<file path="src/design/cpx_pkg.sv">
// Purpose: shared constants for the move/return execution core
// Assumes: 12-bit instruction words, 32-bit classic Wishbone register port
// Notes:   offsets are byte addresses, one aligned word each
package cpx_pkg;
  // widths
  localparam int unsigned INSTR_W   = 12;
  localparam int unsigned PC_W      = 11;
  localparam int unsigned FADDR_W   = 5;
  localparam int unsigned STACK_DEP = 4;
  localparam int unsigned SPTR_W    = 2;

  // register offsets
  localparam logic [7:0] OFF_INSTR  = 8'h00;
  localparam logic [7:0] OFF_WORK   = 8'h04;
  localparam logic [7:0] OFF_STATUS = 8'h08;
  localparam logic [7:0] OFF_OPTION = 8'h0c;
  localparam logic [7:0] OFF_PC     = 8'h10;
  localparam logic [7:0] OFF_PUSH   = 8'h14;
  // file registers at OFF_FILE + 4*f
  localparam logic [7:0] OFF_FILE   = 8'h80;

  // status word fields
  localparam int unsigned ST_Z    = 0;
  localparam int unsigned ST_C    = 1;
  localparam int unsigned ST_BSR  = 2;
  localparam int unsigned ST_GIE  = 5;
  localparam int unsigned ST_BUSY = 6;

  // reset values
  localparam logic [7:0]      RST_WORK   = 8'h00;
  localparam logic [7:0]      RST_OPTION = 8'hff;
  localparam logic [2:0]      RST_BSR    = 3'h0;
  localparam logic [PC_W-1:0] RST_PC     = 11'h000;

  // opcode patterns
  localparam logic [11:0] OPC_IDLE      = 12'h000;
  localparam logic [11:0] OPC_OPTION    = 12'h002;
  localparam logic [11:0] OPC_RETURN    = 12'h01e;
  localparam logic [11:0] OPC_IRQ_RET   = 12'h01f;
  localparam logic [8:0]  OPC_BANK_LIT  = 9'h002;
  localparam logic [5:0]  OPC_COPY_FILE = 6'h08;
  localparam logic [5:0]  OPC_ROT_LEFT  = 6'h0d;
  localparam logic [3:0]  OPC_RET_LIT   = 4'h8;
  localparam logic [3:0]  OPC_WORK_LIT  = 4'hc;
  localparam int unsigned DEST_BIT      = 5;

  typedef enum logic [0:0] {
    CPX_RUN   = 1'b0,
    CPX_SECND = 1'b1
  } cpx_state_t;
endpackage

</file>
<file path="src/design/cpx_exec_core.sv">
// Purpose: executes copy, literal, option, return, rotate and idle ops
// Assumes: one instruction per Wishbone write to the instruction word
// Notes:   returns hold busy for one extra cycle; instruction writes while busy drop
//
// Contract
// - copy file to working or back to file
// - copy file updates zero flag from value
// - bank literal loads bank select, flags kept
// - working literal loads working, flags kept
// - option load copies working, flags kept
// - interrupt return pops pc, sets irq enable
// - interrupt return takes two cycles
// - literal return loads working, pops, two cycles
// - plain return pops pc, two cycles
module cpx_exec_core
  import cpx_pkg::*;
(
  // clock and reset
  input  wire logic        clk,
  input  wire logic        rst,
  // wishbone slave
  input  wire logic        wb_cyc_i,
  input  wire logic        wb_stb_i,
  input  wire logic        wb_we_i,
  input  wire logic [7:0]  wb_adr_i,
  input  wire logic [3:0]  wb_sel_i,
  input  wire logic [31:0] wb_dat_i,
  output logic      [31:0] wb_dat_o,
  output logic             wb_ack_o,
  // core state towards neighbours
  output logic      [7:0]  optionOut,
  output logic      [2:0]  bankSelOut,
  output logic             globalIrqEnableOut
);
  logic [7:0]      workReg_r;
  logic            zeroFlag_r;
  logic            carryFlag_r;
  logic [PC_W-1:0] pc_r;
  logic [7:0]      fileMem [32];
  cpx_state_t      state_r;

  // bus strobes: writes land on the ack edge
  logic acc;
  logic wrStb;
  logic fileSel;
  assign acc     = wb_cyc_i & wb_stb_i;
  assign wrStb   = acc & wb_we_i & wb_ack_o & wb_sel_i[0];
  assign fileSel = wb_adr_i[7];

  // instruction issue and decode
  logic [11:0]        instr;
  logic               issue;
  logic [FADDR_W-1:0] fAddr;
  logic               dest;
  logic [7:0]         fileRd;
  logic               isCopy, isRot, isBank, isWork, isOpt;
  logic               isRet, isIrqRet, isRetLit, isIdle, isReturn;
  assign instr    = wb_dat_i[INSTR_W-1:0];
  assign issue    = wrStb & ~fileSel & (wb_adr_i == OFF_INSTR) & (state_r == CPX_RUN);
  assign fAddr    = instr[FADDR_W-1:0];
  assign dest     = instr[DEST_BIT];
  assign fileRd   = fileMem[fAddr];
  assign isCopy   = instr[11:6] == OPC_COPY_FILE;
  assign isRot    = instr[11:6] == OPC_ROT_LEFT;
  assign isBank   = instr[11:3] == OPC_BANK_LIT;
  assign isWork   = instr[11:8] == OPC_WORK_LIT;
  assign isRetLit = instr[11:8] == OPC_RET_LIT;
  assign isOpt    = instr == OPC_OPTION;
  assign isIrqRet = instr == OPC_IRQ_RET;
  assign isReturn = instr == OPC_RETURN;
  assign isIdle   = instr == OPC_IDLE;
  assign isRet    = isIrqRet | isRetLit | isReturn;

  // result of the file-sourced ops
  logic [7:0] fileRes;
  logic       wrFileOp;
  assign fileRes  = isRot ? {fileRd[6:0], carryFlag_r} : fileRd;
  assign wrFileOp = issue & (isCopy | isRot) & dest;

  logic [PC_W-1:0] stackTop;
  logic            stackPush;
  assign stackPush = wrStb & ~fileSel & (wb_adr_i == OFF_PUSH);

  cpx_ret_stack u_stack (
    .clk     (clk),
    .rst     (rst),
    .push    (stackPush),
    .pushVal (wb_dat_i[PC_W-1:0]),
    .pop     (issue & isRet),
    .top     (stackTop)
  );

  // bus answer, one wait state
  always_ff @(posedge clk or posedge rst) begin
    if (rst) begin
      wb_ack_o <= 1'b0;
    end else begin
      wb_ack_o <= acc & ~wb_ack_o;
    end
  end

  always_ff @(posedge clk or posedge rst) begin
    if (rst) begin
      wb_dat_o <= '0;
    end else if (acc & ~wb_ack_o) begin
      if (fileSel) begin
        wb_dat_o <= {24'h0, fileMem[wb_adr_i[6:2]]};
      end else begin
        unique case (wb_adr_i)
          OFF_WORK:   wb_dat_o <= {24'h0, workReg_r};
          OFF_STATUS: wb_dat_o <= {25'h0, state_r == CPX_SECND, globalIrqEnableOut,
                                   bankSelOut, carryFlag_r, zeroFlag_r};
          OFF_OPTION: wb_dat_o <= {24'h0, optionOut};
          OFF_PC:     wb_dat_o <= {21'h0, pc_r};
          OFF_PUSH:   wb_dat_o <= {21'h0, stackTop};
          default:    wb_dat_o <= '0;
        endcase
      end
    end
  end

  // two-cycle ops park here for the flushed slot
  always_ff @(posedge clk or posedge rst) begin
    if (rst) begin
      state_r <= CPX_RUN;
    end else begin
      unique case (state_r)
        CPX_RUN:   state_r <= (issue & isRet) ? CPX_SECND : CPX_RUN;
        CPX_SECND: state_r <= CPX_RUN;
      endcase
    end
  end

  always_ff @(posedge clk or posedge rst) begin
    if (rst) begin
      pc_r <= RST_PC;
    end else if (issue & isRet) begin
      pc_r <= stackTop;
    end else if (issue) begin
      pc_r <= pc_r + 11'd1;
    end else if (wrStb & ~fileSel & (wb_adr_i == OFF_PC)) begin
      pc_r <= wb_dat_i[PC_W-1:0];
    end
  end

  always_ff @(posedge clk or posedge rst) begin
    if (rst) begin
      workReg_r <= RST_WORK;
    end else if (issue & (isCopy | isRot) & ~dest) begin
      workReg_r <= fileRes;
    end else if (issue & (isWork | isRetLit)) begin
      workReg_r <= instr[7:0];
    end else if (wrStb & ~fileSel & (wb_adr_i == OFF_WORK)) begin
      workReg_r <= wb_dat_i[7:0];
    end
  end

  // file writes: instruction wins over a bus write in the same slot
  always_ff @(posedge clk) begin
    if (wrFileOp) begin
      fileMem[fAddr] <= fileRes;
    end else if (wrStb & fileSel) begin
      fileMem[wb_adr_i[6:2]] <= wb_dat_i[7:0];
    end
  end

  logic stWr;
  assign stWr = wrStb & ~fileSel & (wb_adr_i == OFF_STATUS);

  always_ff @(posedge clk or posedge rst) begin
    if (rst) begin
      zeroFlag_r  <= 1'b0;
      carryFlag_r <= 1'b0;
    end else if (issue & isCopy) begin
      zeroFlag_r <= fileRd == 8'h00;
    end else if (issue & isRot) begin
      carryFlag_r <= fileRd[7];
    end else if (stWr) begin
      zeroFlag_r  <= wb_dat_i[ST_Z];
      carryFlag_r <= wb_dat_i[ST_C];
    end
  end

  always_ff @(posedge clk or posedge rst) begin
    if (rst) begin
      bankSelOut <= RST_BSR;
    end else if (issue & isBank) begin
      bankSelOut <= instr[2:0];
    end else if (stWr) begin
      bankSelOut <= wb_dat_i[ST_BSR+:3];
    end
  end

  always_ff @(posedge clk or posedge rst) begin
    if (rst) begin
      globalIrqEnableOut <= 1'b0;
    end else if (issue & isIrqRet) begin
      globalIrqEnableOut <= 1'b1;
    end else if (stWr) begin
      globalIrqEnableOut <= wb_dat_i[ST_GIE];
    end
  end

  always_ff @(posedge clk or posedge rst) begin
    if (rst) begin
      optionOut <= RST_OPTION;
    end else if (issue & isOpt) begin
      optionOut <= workReg_r;
    end
  end
endmodule

</file>
<file path="src/design/cpx_ret_stack.sv">
// Purpose: return-address stack, four entries, wraps on over/underflow
// Assumes: push and pop never in the same cycle
// Notes:   no empty or full flag; software must track its own depth
module cpx_ret_stack
  import cpx_pkg::*;
(
  // clock and reset
  input  wire logic            clk,
  input  wire logic            rst,
  // control
  input  wire logic            push,
  input  wire logic [PC_W-1:0] pushVal,
  input  wire logic            pop,
  // view
  output logic      [PC_W-1:0] top
);
  logic [PC_W-1:0]   mem [STACK_DEP];
  logic [SPTR_W-1:0] ptr_r;

  assign top = mem[ptr_r - 2'd1];

  always_ff @(posedge clk or posedge rst) begin
    if (rst) begin
      ptr_r <= '0;
    end else if (push) begin
      ptr_r <= ptr_r + 2'd1;
    end else if (pop) begin
      ptr_r <= ptr_r - 2'd1;
    end
  end

  always_ff @(posedge clk or posedge rst) begin
    if (rst) begin
      for (int i = 0; i < STACK_DEP; i++) begin
        mem[i] <= '0;
      end
    end else if (push) begin
      mem[ptr_r] <= pushVal;
    end
  end
endmodule

</file>
<file path="config.mk">
export PLATFORM = sky130hd
export DESIGN_NAME = cpx_exec_core
export DESIGN_NICKNAME = d
export VERILOG_FILES = /design/src/design/cpx_pkg.sv /design/src/design/cpx_exec_core.sv /design/src/design/cpx_ret_stack.sv
export SDC_FILE = /design/constraint.sdc
export NUM_CORES = 1
export LEC_CHECK = 0
export BUFFER_PORTS_ARGS = -buffer_cell sky130_fd_sc_hd__clkbuf_2
export CORE_MARGIN = 3
export CORE_UTILIZATION = 60
export CTS_CLUSTER_SIZE = 24
export DETAILED_ROUTE_END_ITERATION = 8
export PLACE_DENSITY = 0.79
export SYNTH_ARGS = -nofsm -noshare
export SYNTH_HDL_FRONTEND = slang
export SYNTH_SLANG_ARGS = --single-unit
</file>
<file path="constraint.sdc">
create_clock -name clk -period 5.5 [get_ports clk]
set_input_delay 0.275 -clock clk [delete_from_list [all_inputs] [get_ports clk]]
set_output_delay 0.275 -clock clk [all_outputs]
set_load 0.02 [all_outputs]
</file>
==> flow_summary.yaml, run 1 <==
clocking:
  tritoncts.num_buffers: 37
  clk_latency_ps: 530
  clock_sinks: 348
  path_clk_slew_ps: 60
  htreeDepth: 2
  cts_tree: "yes"
  cts-root-buf: "clkbuf_16"
  clock_path_buffers: 3
sta:
  fin_crit_ps: 3560
  fin_crit_sh: 0.648
  rsz0062_at_grt: "no"
  slew_headroom: 0.208
  hold_viol: 0
  setup_violations: 0
  fin_skew_ps: 21.1
  tightest_slew_ps: 1180
  maxSlewViolCount: 0
  finalSetupTns_ps: 0
  max_freq_ghz: 0.281
power:
  leakagePower_nw: 6.81
  cellPowerDensity_nw_per_um2: 306
  max-vdd-ir-drop_v: 0.000282
worst_hold_path:
  min_delay_worst_endpoint: "u_stack.mem[21]"
  min_from: "wb_dat_i[10]"
  hp-class: "primary input to flop"
  hold_depth: 2
grt:
  grt_max_degree: 58
  antenna_found_initial: 0
  grt_pass1_vias: 10900
  grt_use_total: 0.303
  grt_overflow: 0
  grt_first_pass_wirelength_mm: 69.4
placement:
  gp_congestion: 0.961
  place.port_buffers: 49
  placed_cells: 1488
  dpl.hpwl_mm: 30.2
logic_synthesis:
  avgSynthCellArea_um2: 15.7
  synth_area_um2: 17200
  synth_edf_count: 256
  yosysMostFrequentCell: "edfxtp_1"
  synth-seq-cells: 348
  yosys.area_share.simple: 0.0684
  ys_warn_count: 0
  synth_compound_area_frac: 0.0529
  synth_top_family_by_area: "multiplexers"
  synth.distinct_cells: 61
  synth_top_cell_area_share: 0.448
  synth_fa_ha_area_frac: 0.00365
  yosys.area_share.xor_xnor: 0.000510
  yosys.area.top_type: "edfxtp_1"
  synth_common_cells: "edfxtp_1 (256), mux4_2 (155), dfrtp_1 (84), nand2_1 (84), mux2_2 (52)"
  synth_async_sr_flop_share: 0.264
  synth_ff_type: "edfxtp_1"
  synthCells: 1091
  synthMuxAreaShare: 0.260
  ys_top_cells_by_area: "edfxtp_1 (45%), mux4_2 (20%), dfrtp_1 (12%), mux2_2 (3.4%), mux2i_1 (2.2%)"
  ys_seq_area_frac: 0.583
layout:
  regArea_um2: 10000
  multi_input_area_um2: 6740
  drive_above_1_share: 0.329
  final_cell_count_no_fill: 1555
  n_antenna_cell: 0
  synthToLayoutAreaGrowth_pct: 11.0
  fin_nets: 1204
  n_fill_cell: 1860
drt:
  first_iter_violations: 1665
  drc_errors: 0
  vias: 11000
  drt_first_pass_iters: 5
  drtAntennaViolNets: 0
  avgRoutedWirePerCell_um: 29.4
  routed_wirelength_mm: 45.7
  drt-vias-per-instance: 7.06
floorplan:
  pin_count: 94
  dieHeight_um: 175
  placementRows: 61
  initial_core_util: 0.613
  die_x_um: 175
  coreArea_um2: 28000
  dieArea_um2: 30700
worst_setup_path:
  rr_worst_depth: 5
  critPathArrivalTime_ps: 3700
  cp.required_ps: 5640
  critPathKind: "primary input to flop"
  r2r-start: "u_stack.ptr_r[0]"
  startpoint_type: "primary input"
  reg2reg_to: "wb_dat_o[6]"
  end_kind: "flop"
  r2r_slack_ps: 2220
  worstSetupStartpoint: "wb_adr_i[5]"
  worstPathMaxFanout: 22
job:
  maxCapViolations: 0
run_status:
  outcome: "complete, no violations"
[through the flow]
stage                      util  power (mW)  cell area [um^2]  setup slack (ps)  hold WS [ps]
final                     0.680        5.83             19100              1940           157
after floorplan               -        3.29             17200              1960           419
after global routing      0.680        5.98             19100              1820           155
after detailed placement  0.638        3.44             17900              1520           349
after global placement    0.638        3.43             17900              1610           340
after CTS                 0.680        5.84             19000              2030           147
[what timing repair did]
action	4_1_cts	5_1_grt
gates resized for setup	0	0
hold endpoints to repair	35	0
hold buffers	1	0
buffers inserted	0	0
[report_power, final]
part	total (mW)	internal [mW]	switching (mW)
Clock	2.42	1.40	1.02
Sequential	2.89	2.89	0.00800
Combinational	0.514	0.175	0.339
Total	5.83	4.46	1.37
[cell families after synthesis]
| family | after synthesis |
|---|---|
| mux | 245 |
| buf+inv | 113 |
| xor+xnor | 1 |
| flops | 348 |
| simple gates | 235 |
| fa+ha+maj | 5 |
| compound gates | 143 |
| other cells | 1 |
[registers in the layout, summed over array words and instances, names as in the netlist]
register and count:
zeroFlag_r 1, globalIrqEnableOut 1, carryFlag_r 1, optionOut 8, wb_ack_o 1, wb_dat_o 11, pc_r 11, bankSelOut 3
fileMem 256, u_stack.ptr_r 2, state_r 1, u_stack.mem 44, workReg_r 8
[cells in the final DEF, fill, tap and decap left out, types with 35 or more instances in the layout]
master and n:
mux4_2 155, clkbuf_16 37, edfxtp_1 256, mux2_2 52, nor3_1 35, mux2i_1 38
buf_4 50, nor2_1 39, clkbuf_2 45, nand2_1 84, dfrtp_1 84, o21ai_0 42
[how the worst max path moves through the flow]
| stage | endpoint | slack [ps] | cells after the start |
|---|---|---|---|
| after floorplan | fileMem[0][6] | 1960 | 10 |
| after global placement | fileMem[29][3] | 1610 | 7 |
| after detailed placement | fileMem[29][3] | 1520 | 7 |
| after CTS | fileMem[29][7] | 2030 | 7 |
| after global routing | fileMem[29][3] | 1820 | 7 |
| final | fileMem[29][7] | 1940 | 7 |
[worst max-delay path, cell delays in order]
cell      delay [ps]
clkbuf_2         430
or4_4            700
nor3_2           260
nand3_2          270
nor4b_4          510
a31oi_1          390
nor2_1           840
[layer usage]
metal / GRT usage / routed length (um) / up-vias
met3: 0.0876 / 5960 / 145
met5: 0 / 0 / -
met2: 0.457 / 21000 / 826
met4: 0.115 / 2100 / 0
li1: - / - / 4478
met1: 0.427 / 16700 / 5530
[final cells by class]
type                            count  share of cell area
Clock buffer                       45              0.0507
Clock inverter                     21              0.0106
Inverter                           17             0.00342
Multi-Input combinational cell    650               0.354
Sequential cell                   348               0.525
Tap cell                          378              0.0248
Timing Repair Buffer               96              0.0321
Power figures use the tool's default switching activity.
==> run 2, diff against run 1 <==
- clock period: 5.5 -> 3.6 ns (I/O delays scaled with it)
==> flow_summary.yaml, run 2 (synthesis results as in run 1) <==
worst_setup_path:
  crit_chain: "nand3_1 > nor3_1 > nand3_2 > nor4b_4 > a31oi_1 > nor3_1 > buf_4"
  reg2reg_to: "fileMem[17][2]"
  critPathKind: "flop to flop"
  worstPathMaxFanout: 8
  crit_buf_inv: 1
  r2r-start: "wb_ack_o"
  rr_worst_depth: 7
  startpoint_type: "flop"
  crit_path_frequent_cell: "nor3_1"
  cp.required_ps: 3830
  crit_family: "simple AND/OR/NAND/NOR gates"
  cpPeakStageDelay_ps: 470
  critPathArrivalTime_ps: 3470
  r2r_slack_ps: 370
  end_kind: "flop"
  crit_slowest_cell: "nor4b_4"
placement:
  place.port_buffers: 49
  dpl_cell_area_um2: 18200
  dpl.hpwl_mm: 30.7
  placed_cells: 1531
  gp_congestion: 0.934
floorplan:
  initial_core_util: 0.613
  dieHeight_um: 175
  dieArea_um2: 30700
  die_x_um: 175
  placementRows: 61
  coreArea_um2: 28000
  pin_count: 94
layout:
  synthToLayoutAreaGrowth_pct: 12.9
  finalInstanceArea_um2: 19400
  final_common_cell: "edfxtp_1"
  reg_top3: "fileMem (256), u_stack.mem (44)"
  final_cell_count_no_fill: 1594
  mostFrequentLayoutCells: "edfxtp_1 (256), mux4_2 (155), buf_4 (88)"
  fin_nets: 1248
  drive_above_1_share: 0.346
  largest_register_ffs: 256
  n_antenna_cell: 0
  top_register: "fileMem"
  n_fill_cell: 1773
clocking:
  tritoncts.num_buffers: 37
  ctsResizeCount: 0
  cts-root-buf: "clkbuf_16"
  cts_tree: "yes"
  clk_latency_ps: 540
  clock_sinks: 348
  path_clk_slew_ps: 60
  post_cts_hold_buffer_count: 1
  clock_path_buffers: 3
  htreeDepth: 2
  cts_setup_buffers: 0
sta:
  rsz0062_at_grt: "no"
  fin_skew_ps: 24.8
  max_freq_ghz: 0.309
  fin_crit_ps: 3230
  finalSetupTns_ps: 0
  tightest_slew_ps: 1250
  slew_headroom: 0.164
  maxSlewViolCount: 0
  hold_viol: 0
  fin_crit_sh: 0.898
  setup_violations: 0
grt:
  grt_max_degree: 73
  grt_pass1_vias: 11200
  antenna_found_initial: 1
  grt_use_total: 0.304
  grt_overflow: 0
  grt_first_pass_wirelength_mm: 69.3
power:
  power_frac_seq: 0.502
  leakagePower_nw: 7.02
  internal_power_mw: 6.77
  max-vdd-ir-drop_v: 0.000345
  p_sw_mw: 2.03
  swShare: 0.231
  cellPowerDensity_nw_per_um2: 454
  clkPwrFrac: 0.405
  p_comb_frac: 0.093
drt:
  routed_wirelength_mm: 45.7
  first_iter_violations: 1644
  avgRoutedWirePerCell_um: 28.7
  drt_first_pass_iters: 6
  vias: 11100
  drtAntennaViolNets: 0
  drc_errors: 0
  drt-vias-per-instance: 6.98
job:
  maxCapViolations: 0
worst_hold_path:
  min_from: "wb_dat_i[10]"
  min_delay_worst_endpoint: "u_stack.mem[21]"
  hold_depth: 2
  hp-class: "primary input to flop"
run_status:
  outcome: "complete, no violations"
==> run 2: layout make-up <==
class / instances / area (um^2) / share of cell area
clock buffer: 50 / 985 / 0.0508
sequential: 348 / 10000 / 0.516
timing repair buffer: 140 / 1010 / 0.0522
tap: 378 / 473 / 0.0244
clock inverter: 11 / 124 / 0.00639
multi-input combinational: 650 / 6720 / 0.347
inverter: 17 / 65.1 / 0.00336
==> run 2: worst max path at each step <==
stage                     start        endpoint  depth (start not counted)
floorplan           wb_dat_i[0]   fileMem[0][6]                         10
global placement    wb_dat_i[0]  fileMem[30][4]                          8
detailed placement  wb_dat_i[0]  fileMem[31][4]                          8
CTS                    wb_ack_o  fileMem[17][2]                          7
global route           wb_ack_o  fileMem[17][2]                          7
finish                 wb_ack_o  fileMem[17][2]                          7
==> run 2: through the flow <==
step                worst slack (ps)  power (mW)  hold WS (ps)  utilization
detailed placement               237        5.29           376        0.651
global placement                 310        5.28           366        0.651
floorplan                        154        5.02           324            -
finish                           366        8.80          71.1        0.692
CTS                              412        8.82          59.3        0.691
global route                     177        9.05          67.1        0.692
==> run 2: power groups by stage <==
| stage | combinational, mW | clock, mW | sequential, mW |
|---|---|---|---|
| after global placement | 0.778 | 0 | 4.50 |
| after detailed placement | 0.791 | 0 | 4.50 |
| final | 0.817 | 3.57 | 4.42 |
| after floorplan | 0.493 | 0 | 4.53 |
| after CTS | 0.798 | 3.60 | 4.42 |
| after global routing | 0.861 | 3.77 | 4.42 |
==> run 2: metal layers <==
| metal | routed length (um) | part of all wire | track usage | vias to the layer above |
|---|---|---|---|---|
| li1 | - | - | - | 4568 |
| met1 | 16600 | 0.36 | 0.432 | 5629 |
| met2 | 21400 | 0.47 | 0.466 | 809 |
| met3 | 6080 | 0.13 | 0.0830 | 112 |
| met4 | 1540 | 0.034 | 0.0967 | 2 |
| met5 | 13 | 0.00028 | 0 | - |
